==> src/rtl/discrete_channels_defs.svh <==
`ifndef DISCRETE_CHANNELS_DEFS_SVH
`define DISCRETE_CHANNELS_DEFS_SVH

// register byte offsets
`define OFF_SYS_STATUS     8'h00
`define OFF_HAND_CTRL      8'h04
`define OFF_THRUSTER_FAIL  8'h08
`define OFF_RADAR_ALARM    8'h0C
`define OFF_DOWNLINK_FIRST 8'h10
`define OFF_DOWNLINK_SEC   8'h14
`define OFF_RELAY_WORD     8'h18
`define OFF_KEY_CODE       8'h1C
`define OFF_RADAR_SELECT   8'h20
`define OFF_THRUSTER_CMD   8'h24

// widths
`define DISC_W     15
`define DOWNLINK_W 16
`define KEY_W      5
`define RELAY_DATA_W 11
`define RELAY_GRP_W  4
`define RELAY_GROUPS 16
`define THR_PAIRS  8

// field positions (bit N of a word sits at index N-1)
`define RADAR_UPLINK_INHIBIT_BIT 9
`define DOWNLINK_PARITY_BIT      15
`define KEY_PENDING_BIT          5
`define RELAY_GRP_LSB            11

// reset values
`define RST_DOWNLINK   16'h0000
`define RST_RELAY      15'h0000
`define RST_RADAR_SEL  3'h0
`define RST_THR_CMD    8'h00

`endif

==> src/rtl/discrete_channels_pkg.sv <==
package discrete_channels_pkg;

  typedef enum logic [2:0] {
    RSEL_RENDEZVOUS_RANGE_RATE = 3'b000,
    RSEL_RENDEZVOUS_RANGE      = 3'b001,
    RSEL_LANDING_VEL_X         = 3'b100,
    RSEL_LANDING_VEL_Y         = 3'b101,
    RSEL_LANDING_VEL_Z         = 3'b110,
    RSEL_LANDING_RANGE         = 3'b111
  } radar_select_t;

  typedef enum logic [1:0] {
    HTRANS_IDLE   = 2'b00,
    HTRANS_BUSY   = 2'b01,
    HTRANS_NONSEQ = 2'b10,
    HTRANS_SEQ    = 2'b11
  } htrans_t;

endpackage : discrete_channels_pkg

==> src/rtl/flight_computer_discrete_channels.sv <==
`timescale 1ns/100ps
`include "discrete_channels_defs.svh"
// Summary of operation
// - controller, thruster, radar words: 15 bits, inverted
// - status bit7 radar converter fail, bit9 operate
// - status bits 10..15 guidance, cage, fail, temp
// - three-bit radar select code picks quantity
// - controller bits 1..6 pitch, yaw, roll
// - controller bits 13..15 hold, auto, detent
// - thruster fail bits 1..8 stop pair commands
// - thruster bit 9 gimbal actuators off
// - radar bit 2 rendezvous power, computer mode
// - radar bit 3 rendezvous low scale
// - radar bits 4,5 range tracker lock
// - radar bits 6,7 landing antenna position
// - radar bit 8 velocity tracker lock
// - radar bit 9 landing radar low scale
// - radar bit 10 uplink inhibit reads zero
// - radar bits 11..15 rate, loop, alarms
// - two downlink words, 16 bits with parity
// - keys give five-bit codes, proceed excluded
// - relay word: bits 12..15 group, 1..11 relays
// - display fields, rows and lights via relays
// - status word 15 bits, inverted
// - key press loads dedicated key-code channel
module flight_computer_discrete_channels
  import discrete_channels_pkg::*;
(
  // clock and reset
  input  wire logic                        core_clk,
  input  wire logic                        rstn,
  // ahb-lite slave
  input  wire logic                        hsel,
  input  wire logic [31:0]                 haddr,
  input  wire logic [1:0]                  htrans,
  input  wire logic                        hwrite,
  input  wire logic [2:0]                  hsize,
  input  wire logic [31:0]                 hwdata,
  input  wire logic                        hready,
  output logic                             hreadyout,
  output logic                             hresp,
  output logic [31:0]                      hrdata,
  // discrete inputs, condition active high
  input  wire logic [`DISC_W-1:0]          system_status_pins,
  input  wire logic [`DISC_W-1:0]          hand_controller_pins,
  input  wire logic [`DISC_W-1:0]          thruster_fail_pins,
  input  wire logic [`DISC_W-1:0]          radar_alarm_pins,
  // keyboard_display_unit keyboard
  input  wire logic [`KEY_W-1:0]           key_code_pins,
  input  wire logic                        key_strobe_pin,
  // outputs to spacecraft equipment
  output logic [2:0]                       radar_select,
  output logic [`THR_PAIRS-1:0]            thruster_pair_on,
  output logic [`DOWNLINK_W-1:0]           downlink_first,
  output logic [`DOWNLINK_W-1:0]           downlink_second,
  output logic                             downlink_first_load,
  output logic                             downlink_second_load,
  // keyboard_display_unit relay matrix
  output logic [`RELAY_GROUPS*`RELAY_DATA_W-1:0] relay_matrix
);

  localparam int NW = 4;

  // input synchronisers: two flops, then a stable-word stage
  logic [`DISC_W-1:0] sync1 [NW];
  logic [`DISC_W-1:0] sync2 [NW];
  logic [`DISC_W-1:0] prev  [NW];
  logic [`DISC_W-1:0] word  [NW];
  logic [`DISC_W-1:0] pins  [NW];

  always_comb begin
    pins[0] = system_status_pins;
    pins[1] = hand_controller_pins;
    pins[2] = thruster_fail_pins;
    pins[3] = radar_alarm_pins;
  end

  always_ff @(posedge core_clk or negedge rstn) begin
    if (!rstn) begin
      for (int i = 0; i < NW; i++) begin
        sync1[i] <= '0;
        sync2[i] <= '0;
      end
    end else begin
      for (int i = 0; i < NW; i++) begin
        sync1[i] <= pins[i];
        sync2[i] <= sync1[i];
      end
    end
  end

  // a word is only taken once it held still for a cycle, so bits
  // that crossed on different edges never show up mixed
  always_ff @(posedge core_clk or negedge rstn) begin
    if (!rstn) begin
      for (int i = 0; i < NW; i++) begin
        prev[i] <= '0;
        word[i] <= '0;
      end
    end else begin
      for (int i = 0; i < NW; i++) begin
        prev[i] <= sync2[i];
        if (prev[i] == sync2[i]) begin
          word[i] <= sync2[i];
        end
      end
    end
  end

  // inverted logic: an asserted condition reads as zero
  function automatic logic [`DISC_W-1:0] invert_word(
    input logic [`DISC_W-1:0] w
  );
    invert_word = ~w;
  endfunction : invert_word

  logic [`DISC_W-1:0] status_view;
  logic [`DISC_W-1:0] hand_view;
  logic [`DISC_W-1:0] thruster_view;
  logic [`DISC_W-1:0] radar_view;

  always_comb begin
    // bit layout passes straight through: index N-1 is bit N
    status_view   = invert_word(word[0]);
    hand_view     = invert_word(word[1]);
    thruster_view = invert_word(word[2]);
    radar_view    = invert_word(word[3]);
    radar_view[`RADAR_UPLINK_INHIBIT_BIT] = 1'b0;
  end

  // keyboard: code pins and strobe cross through two flops only, with no stable-word stage
  logic [`KEY_W-1:0] key_sync1;
  logic [`KEY_W-1:0] key_sync2;
  logic              strobe_sync1;
  logic              strobe_sync2;
  logic              strobe_last;
  logic [`KEY_W-1:0] key_code;
  logic              key_pending;
  logic              key_press;

  always_ff @(posedge core_clk or negedge rstn) begin
    if (!rstn) begin
      key_sync1    <= '0;
      key_sync2    <= '0;
      strobe_sync1 <= 1'b0;
      strobe_sync2 <= 1'b0;
      strobe_last  <= 1'b0;
    end else begin
      key_sync1    <= key_code_pins;
      key_sync2    <= key_sync1;
      strobe_sync1 <= key_strobe_pin;
      strobe_sync2 <= strobe_sync1;
      strobe_last  <= strobe_sync2;
    end
  end

  // code is taken in the cycle the strobe edge reaches strobe_sync2, so that it has
  // been through both stages while the strobe was still rising
  assign key_press = strobe_sync2 && !strobe_last;

  // ahb-lite address phase
  logic       take;
  logic       rd_take;
  logic       wr_pend;
  logic [7:0] wr_off;

  assign take    = hsel && hready && htrans[1];
  assign rd_take = take && !hwrite;

  logic key_read;
  assign key_read = rd_take && (haddr[7:0] == `OFF_KEY_CODE)
                    && (haddr[31:8] == 24'h000000);

  always_ff @(posedge core_clk or negedge rstn) begin
    if (!rstn) begin
      key_code <= '0;
    end else if (key_press) begin
      key_code <= key_sync2;
    end
  end

  // a press in the very cycle of the read stays pending
  always_ff @(posedge core_clk or negedge rstn) begin
    if (!rstn) begin
      key_pending <= 1'b0;
    end else if (key_press) begin
      key_pending <= 1'b1;
    end else if (key_read) begin
      key_pending <= 1'b0;
    end
  end

  always_ff @(posedge core_clk or negedge rstn) begin
    if (!rstn) begin
      wr_pend <= 1'b0;
      wr_off  <= 8'h00;
    end else if (hready) begin
      wr_pend <= take && hwrite && (haddr[31:8] == 24'h000000);
      wr_off  <= haddr[7:0];
    end
  end

  function automatic logic wr_hit(
    input logic       pend,
    input logic [7:0] off,
    input logic [7:0] want
  );
    wr_hit = pend && (off == want);
  endfunction : wr_hit

  // odd parity over the 15 data bits
  function automatic logic [`DOWNLINK_W-1:0] with_parity(
    input logic [31:0] d
  );
    logic [`DOWNLINK_W-1:0] w;
    w = {1'b0, d[`DISC_W-1:0]};
    w[`DOWNLINK_PARITY_BIT] = ~(^d[`DISC_W-1:0]);
    with_parity = w;
  endfunction : with_parity

  // downlink words
  always_ff @(posedge core_clk or negedge rstn) begin
    if (!rstn) begin
      downlink_first      <= `RST_DOWNLINK;
      downlink_first_load <= 1'b0;
    end else begin
      downlink_first_load <= 1'b0;
      if (wr_hit(wr_pend, wr_off, `OFF_DOWNLINK_FIRST)) begin
        downlink_first      <= with_parity(hwdata);
        downlink_first_load <= 1'b1;
      end
    end
  end

  always_ff @(posedge core_clk or negedge rstn) begin
    if (!rstn) begin
      downlink_second      <= `RST_DOWNLINK;
      downlink_second_load <= 1'b0;
    end else begin
      downlink_second_load <= 1'b0;
      if (wr_hit(wr_pend, wr_off, `OFF_DOWNLINK_SEC)) begin
        downlink_second      <= with_parity(hwdata);
        downlink_second_load <= 1'b1;
      end
    end
  end

  // radar select
  always_ff @(posedge core_clk or negedge rstn) begin
    if (!rstn) begin
      radar_select <= `RST_RADAR_SEL;
    end else if (wr_hit(wr_pend, wr_off, `OFF_RADAR_SELECT)) begin
      radar_select <= hwdata[2:0];
    end
  end

  // thruster pair commands, gated by the live failure flags
  logic [`THR_PAIRS-1:0] thruster_cmd;

  always_ff @(posedge core_clk or negedge rstn) begin
    if (!rstn) begin
      thruster_cmd <= `RST_THR_CMD;
    end else if (wr_hit(wr_pend, wr_off, `OFF_THRUSTER_CMD)) begin
      thruster_cmd <= hwdata[`THR_PAIRS-1:0];
    end
  end

  // gated from the second sync stage, not the stable word, so a
  // shut-off pair is dropped without waiting for software
  always_ff @(posedge core_clk or negedge rstn) begin
    if (!rstn) begin
      thruster_pair_on <= '0;
    end else begin
      thruster_pair_on <= thruster_cmd
                          & ~sync2[2][`THR_PAIRS-1:0];
    end
  end

  // relay matrix: each group keeps its 11 relays until rewritten
  logic [`RELAY_DATA_W-1:0] relay_grp [`RELAY_GROUPS];
  logic [`RELAY_GRP_W-1:0]  grp_sel;

  assign grp_sel = hwdata[`RELAY_GRP_LSB +: `RELAY_GRP_W];

  always_ff @(posedge core_clk or negedge rstn) begin
    if (!rstn) begin
      for (int g = 0; g < `RELAY_GROUPS; g++) begin
        relay_grp[g] <= '0;
      end
    end else if (wr_hit(wr_pend, wr_off, `OFF_RELAY_WORD)) begin
      // the word itself is not held; the group latches are the state
      // group code 0 selects nothing, so a blank word is harmless
      if (grp_sel != '0) begin
        relay_grp[grp_sel] <= hwdata[`RELAY_DATA_W-1:0];
      end
    end
  end

  always_comb begin
    for (int g = 0; g < `RELAY_GROUPS; g++) begin
      relay_matrix[g*`RELAY_DATA_W +: `RELAY_DATA_W] = relay_grp[g];
    end
  end

  // read mux, registered at the end of the address phase
  logic [31:0] next_hrdata;

  always_comb begin
    next_hrdata = 32'h0000_0000;
    if (haddr[31:8] == 24'h000000) begin
      case (haddr[7:0])
        `OFF_SYS_STATUS:    next_hrdata[`DISC_W-1:0] = status_view;
        `OFF_HAND_CTRL:     next_hrdata[`DISC_W-1:0] = hand_view;
        `OFF_THRUSTER_FAIL: next_hrdata[`DISC_W-1:0] = thruster_view;
        `OFF_RADAR_ALARM:   next_hrdata[`DISC_W-1:0] = radar_view;
        `OFF_KEY_CODE: begin
          next_hrdata[`KEY_W-1:0]        = key_code;
          next_hrdata[`KEY_PENDING_BIT]  = key_pending;
        end
        `OFF_RADAR_SELECT:  next_hrdata[2:0] = radar_select;
        `OFF_THRUSTER_CMD:  next_hrdata[`THR_PAIRS-1:0] = thruster_cmd;
        // write-only words and unmapped space read zero
        default:            next_hrdata = 32'h0000_0000;
      endcase
    end
  end

  always_ff @(posedge core_clk or negedge rstn) begin
    if (!rstn) begin
      hrdata <= 32'h0000_0000;
    end else if (rd_take) begin
      hrdata <= next_hrdata;
    end
  end

  // zero wait states, always OKAY
  assign hreadyout = 1'b1;
  assign hresp     = 1'b0;

endmodule : flight_computer_discrete_channels

==> config.mk <==
export PLATFORM = sky130hd
export DESIGN_NAME = flight_computer_discrete_channels
export DESIGN_NICKNAME = d
export VERILOG_FILES = /design/src/rtl/discrete_channels_pkg.sv /design/src/rtl/flight_computer_discrete_channels.sv
export VERILOG_INCLUDE_DIRS = /design/src /design/src/rtl
export SDC_FILE = /design/constraint.sdc
export NUM_CORES = 1
export LEC_CHECK = 0
export ABC_AREA = 1
export ABC_CLOCK_PERIOD_IN_PS = 1500
export BUFFER_PORTS_ARGS = -buffer_cell sky130_fd_sc_hd__buf_2
export CAP_MARGIN = 15
export CORE_MARGIN = 4
export CORE_UTILIZATION = 35
export CTS_CLUSTER_SIZE = 12
export DETAILED_ROUTE_END_ITERATION = 8
export PLACE_DENSITY = 0.61
export SYNTH_ARGS = -nofsm -noshare
export SYNTH_HDL_FRONTEND = slang
export SYNTH_SLANG_ARGS = --single-unit
==> constraint.sdc <==
create_clock -name core_clk -period 1.5 [get_ports core_clk]
set_clock_uncertainty 0.2 [all_clocks]
set_input_delay 0.375 -clock core_clk [delete_from_list [all_inputs] [get_ports core_clk]]
set_output_delay 0.375 -clock core_clk [all_outputs]
set_load 0.01 [all_outputs]
; ---- Word level (Yosys, flattened, before mapping)
; Index checks and enable logic that the tools add are counted.
; Widths: inputs -> output; s select.
[op_classes]
magnitude_cmp = 2
n_eq_ne = 15
muxes = 12
bitwise_logic = 8
reduce_logical = 22
[ops]
columns = cell, n
row1 = $bwmux 176, 1
row2 = $eq 15x15->1, 4
row3 = $not 15->15, 4
row4 = $demux 11 s4, 1
row5 = $eq 8x5->1 const B, 4
row6 = $eq 8x6->1 const B, 4
row7 = $pmux 7 s4, 1
row8 = $logic_not 24->1, 1
row9 = $pmux 3 s7, 1
row10 = $pmux 3 s6, 1
row11 = $eq 8x4->1 const B, 2
row12 = $mux 15, 1
row13 = $reduce_xor 15->1, 1
row14 = $logic_and 1x1->1, 14
row15 = $mux 11, 1
row16 = $pmux 2 s5, 1
row17 = $and 8x8->8, 1
row18 = $eq 8x3->1 const B, 1
row19 = $logic_not 8->1, 1
row20 = $not 8->8, 1
row21 = $ge 5x5->1 const B, 1
row22 = $lt 5x1->1 const B, 1
row23 = $not 4->5, 1
row24 = $mux 1, 4
row25 = 5 further kinds, 6
[word_totals]
reg_bits = 529
out_inout_bits = 255
wordCells = 108

; ---- Longest topological paths before layout
[logic_depth]
depth_word = 7
depth_mapped = 11
ltp_nobuf = 11

; ---- Worst setup path before layout
; OpenSTA, ideal clock, no wires.
[synth_timing]
kind = register -> register
start = reg wr_off[1]
end = reg relay_grp, in the netlist relay_matrix[88]
setup_time_ns = 0.120
arrival_ns = 1.395
required_time_ns = 1.180
slack_ns = -0.215
stages_incl_launch_ff = 8
n_path_buf = 1
cell_sequence = dfrtp_1 nor2_2 nand2_2 nor3_4 nand3_1 clkbuf_1 o21ai_0 inv_1
[synth_via]
elab_chain_cells = 3
[synth_lines]
columns = item, line
row1 = start: declaration, flight_computer_discrete_channels.sv:165  ; logic [7:0] wr_off;
row2 = start signal: assignment, flight_computer_discrete_channels.sv:199  ; wr_off <= haddr[7:0];
row3 = $eq 8x5->1, flight_computer_discrete_channels.sv:208  ; wr_hit = pend && (off == want);
row4 = $logic_and 1x1->1, flight_computer_discrete_channels.sv:208
row5 = $reduce_and 2->1 (no source line), --
row6 = end signal: indexed assignment, flight_computer_discrete_channels.sv:294  ; relay_grp[grp_sel] <= hwdata[`RELAY_DATA_W-1:0];
row7 = end: declaration, flight_computer_discrete_channels.sv:280  ; logic [`RELAY_DATA_W-1:0] relay_grp [`RELAY_GROUPS];
; No other way between the ends.
; A chain may end at the register's enable or synchronous reset.

; ---- Worst setup path in the final report
[layout_timing]
start = reg wr_off[0]
end = reg relay_grp, in the netlist relay_matrix[12]
; The elaborated chain is that of the path after synthesis.

==> impl_summary.md <==
Floorplan
In this run the count of I/O pins placed on the die edge is between 300 and 400. For this configuration, the core starts out at a cell density of a little over a third. The die outline width is roughly 240 um. The die covers between 50000 and 60000 um2. The site row count is between 80 and 90. Measured along the y axis, the die boundary spans 241 um. The floorplan step defined a core boundary enclosing between 50000 and 60000 um2.

Route
For this run, design rule violations remaining after detail routing come to 0. The iteration count of the initial detailed-routing pass is 5. Detailed routing inserted a total of around 15000 vias. After the first detailed-routing iteration, the DRC count stood at between 1000 and 1500. Summed over all layers, the routed wires come to roughly 57 mm.

Using the TritonRoute via totals, the vias-per-cell ratio works out to between 4 and 5. The remaining number of nets flagged by the antenna check after routing is 0. After detailed routing, the average wire length per cell comes to 17.3 um.

Yosys
Yosys printed 0 warnings. The cell type contributing the most total cell area after synthesis is sky130_fd_sc_hd__dfrtp_1. Yosys mapped a number of flops with a built-in enable equal to 0. After synthesis the cells add up to 19000 um2. The gate count after technology mapping is approximately 1900. For this run, the leading register cell type out of synthesis is sky130_fd_sc_hd__dfrtp_1. The total of flip-flops plus latches after synthesis is between 500 and 600. Summing the sequential cell areas from Yosys gives 67.4% of the chip area.

By area the synthesized netlist is led by sky130_fd_sc_hd__dfrtp_1 67%, sky130_fd_sc_hd__nand2_1 10%, sky130_fd_sc_hd__o21ai_0 5.4%. Summed over its instances, the top area cell type makes up between 60% and 70% of the synthesized netlist area. The netlist uses 32 different library cells.

The fraction of synthesis flops using an asynchronous set or reset pin is 100%. The mean post-synth cell area is approximately 10 um2.

Power
The leakage power of the design is ~14 nW. The areal power density over the cells is between 1000 and 1500 nW/um2. Across the VDD grid, the largest voltage drop is approximately 0.00085 V.

STA
Setup repair after global routing could not meet its margin everywhere. Setup violations remaining at the end of the flow were counted as about 500. Dividing the final minimum period by the clock period gives 126%.

The final hold violation count is 0. The post-route worst setup slack is -387 ps. The setup TNS after final layout is -107160 ps.

The number of pins exceeding their max-slew limit in the final report was 0. The maximum achievable frequency is about 0.53 GHz. For the finished layout, the period the worst path requires is between 1500 and 2000 ps. The worst-case hold slack is ~40 ps.

CTS
The source-to-sink clock delay at the later pin of the worst-skew pair is ~590 ps. Clock tree synthesis found a total of just over 500 sinks. Clock tree synthesis inserted a total of 54 buffers. Clock-pin slew was measured on the worst setup and hold paths at about 60 ps.

The buffer depth of the longest clock path is 3. The clock root buffer is sky130_fd_sc_hd__clkbuf_16. The clock tree from TritonCTS is yes. The H-tree depth reported by CTS is 2.

Finish
The signed area change from the synthesized netlist to the final layout is 42.1%. The final layout contains ~2700 nets. Cells with a size suffix above 1 make up 32.6% of the layout.

Summing all non-filler instances in the final layout gives an area of 27000 um2.

Global routing
The number of global-route vias before repair came to between 10000 and 15000. The initial antenna violation count is 4. After global routing the overflow that remains totals 0. Global routing consumed, over all layers together, between 10% and 20% of the routing resources. The first global-routing pass estimated approximately 83 mm of wire. Entering global routing, the biggest net connects 69 pins.

Place
Detailed placement ended at an HPWL of between 30 and 40 mm. After detailed placement, the total cell area comes to roughly 23000 um2. The count of input and output buffers is ~350. The placement-stage worst setup slack is -517 ps. The routability-driven placement congestion ratio is 0.843.

Critical path
By startpoint and endpoint, the worst setup path is classified as reg -> reg. Data on the critical path arrives at its endpoint at roughly 2200 ps. The largest stage delay on the critical path is ~400 ps.

At the worst endpoint, the required time is between 1500 and 2000 ps. STA classifies the critical path startpoint as a flop. The critical path contains buffers and inverters numbering 3 combined. The signal on the critical path passes through nor2_4, nand2_4, nor3_4, buf_12, nand4_4, clkbuf_16, o21ai_2, inv_1. The register-to-register setup slack is -390 ps. The cell family with the largest share of critical-path delay is simple AND/OR/NAND/NOR gates. Of all nets on the critical path, the largest fanout is 11.

The largest individual stage delay along the critical path comes from the cell sky130_fd_sc_hd__dfrtp_1. STA classifies the critical path endpoint as a flop.

Outcome
The flow ran to the end, but the final reports show violations. The final reports fail on setup timing.

Flow run
Across the run, the number of max-cap violations was 0.

Min path
The path class of the tightest hold or removal check is in -> reg.
-- through the flow --
| step | power (mW) | utilization [%] | instances |
|---|---|---|---|
| finish | 29.0 | 50.2 | 3274 |
| global route | 30.2 | 50.2 | 3274 |
| CTS | 29.4 | 48.5 | 3245 |
| detailed placement | 16.2 | 43.2 | 3059 |
| global placement | 16.2 | 43.2 | 3059 |
| floorplan | 15.1 | - | 1907 |
-- synth_stat cells, drive strengths merged (7+ instances only) --
master,instances
nand2,528
dfrtp,511
o21ai,229
inv,211
nand3,97
nor2,96
clkbuf,59
xnor2,58
buf,51
nand4,16
a21oi,9
or2,7
-- cells by family (layout without fill, tap and decap cells) --
| group | after synthesis | after routing | synth area share, % |
|---|---|---|---|
| compound gates | 240 | 240 | 6.43 |
| buf+inv | 321 | 990 | 7.03 |
| other cells | 2 | 20 | 0.0396 |
| flops | 511 | 511 | 67.4 |
| mux | 4 | 4 | 0.237 |
| xor+xnor | 58 | 58 | 2.68 |
| simple gates | 754 | 755 | 16.2 |
-- per-layer routing --
| metal | vias up | wire, um | track usage [%] |
|---|---|---|---|
| li1 | 7134 | - | - |
| met1 | 7401 | 25100 | 25.7 |
| met2 | 447 | 26800 | 29.5 |
| met3 | 104 | 2930 | 2.97 |
| met4 | 4 | 1740 | 5.95 |
| met5 | - | 24 | 0 |
-- placed cells by master (no fill, tap or decap), types with 2 or more instances in the layout --
cell type                         n
sky130_fd_sc_hd__conb_1          19
sky130_fd_sc_hd__dlygate4sd3_1   85
sky130_fd_sc_hd__o21ai_1         53
sky130_fd_sc_hd__inv_6            2
sky130_fd_sc_hd__nand4_4          2
sky130_fd_sc_hd__nand3b_1         4
sky130_fd_sc_hd__nor2_4          12
sky130_fd_sc_hd__a21oi_1          7
sky130_fd_sc_hd__buf_8            4
sky130_fd_sc_hd__clkbuf_1        10
sky130_fd_sc_hd__mux2_2           4
sky130_fd_sc_hd__inv_1          206
sky130_fd_sc_hd__clkinv_2        10
sky130_fd_sc_hd__nor2_1          81
sky130_fd_sc_hd__nor2_2           3
sky130_fd_sc_hd__nand3_1         90
sky130_fd_sc_hd__nand3_2          3
sky130_fd_sc_hd__xnor2_1         58
sky130_fd_sc_hd__nand2_4         18
sky130_fd_sc_hd__o21ai_2         74
sky130_fd_sc_hd__inv_4            2
sky130_fd_sc_hd__or2_2            6
sky130_fd_sc_hd__buf_4          187
sky130_fd_sc_hd__nand2_2         16
sky130_fd_sc_hd__buf_6           25
sky130_fd_sc_hd__dfrtp_1        511
sky130_fd_sc_hd__inv_2            2
sky130_fd_sc_hd__nand2_1        494
sky130_fd_sc_hd__clkbuf_16       64
sky130_fd_sc_hd__buf_12          30
sky130_fd_sc_hd__nor3_4           4
sky130_fd_sc_hd__clkbuf_8        14
sky130_fd_sc_hd__o21ai_0        102
sky130_fd_sc_hd__buf_2          344
sky130_fd_sc_hd__nand3_4          4
sky130_fd_sc_hd__nand4_1         14
-- final timing paths --
check / depth (start not counted) / to / start
setup / recovery: 8 / relay_matrix[12] / wr_off[0]
setup reg to reg: 8 / relay_matrix[12] / wr_off[0]
min in group asynchronous: 3 / relay_matrix[166] / rstn
hold reg to reg: 0 / sync2[57] / sync1[57]
hold / removal: 3 / wr_off[0] / hready
max in group asynchronous: 3 / key_pending / rstn
-- power breakdown --
part / internal [mW] / leakage, nW / switching [mW] / total, mW
combinational: 0.839 / 6.88 / 1.02 / 1.86
sequential: 14.1 / 6.06 / 0.195 / 14.3
clock: 7.44 / 0.847 / 5.40 / 12.8
total: 22.4 / 13.8 / 6.62 / 29.0
-- sequential cells by signal, indices dropped and copies added, names as in the netlist, 3 cells and up --
register	cells
relay_matrix	176
prev	60
sync1	60
sync2	60
word	59
downlink_first	16
downlink_second	16
hrdata	15
thruster_cmd	8
thruster_pair_on	8
wr_off	8
key_code	5
key_sync1	5
key_sync2	5
radar_select	3
-- final cells by class --
| class | count | area, um2 |
|---|---|---|
| Fill cell | 4799 | 26700 |
| Timing Repair Buffer | 686 | 5200 |
| Inverter | 211 | 802 |
| Clock inverter | 15 | 121 |
| Antenna cell | 1 | 2.50 |
| Clock buffer | 78 | 1580 |
| Multi-Input combinational cell | 1076 | 5600 |
| Sequential cell | 511 | 12800 |
| Tap cell | 696 | 871 |
-- repair_timing --
action / CTS / global route
endpoints found under the setup margin: 505 / 519
buffers inserted: 3 / 14
pin swaps: 4 / 6
gates cloned: 5 / 14
hold buffers: 85 / 0
resized for setup: 69 / 189
hold endpoints to repair: 624 / 0
-- worst reg2reg max path, delay by kind of cell, from the launching register on --
kind	cells	cell delay, ps
compound gates	1	110
buf+inv	3	450
flops	1	400
simple gates	4	620
(Power assumes the default switching activity.)
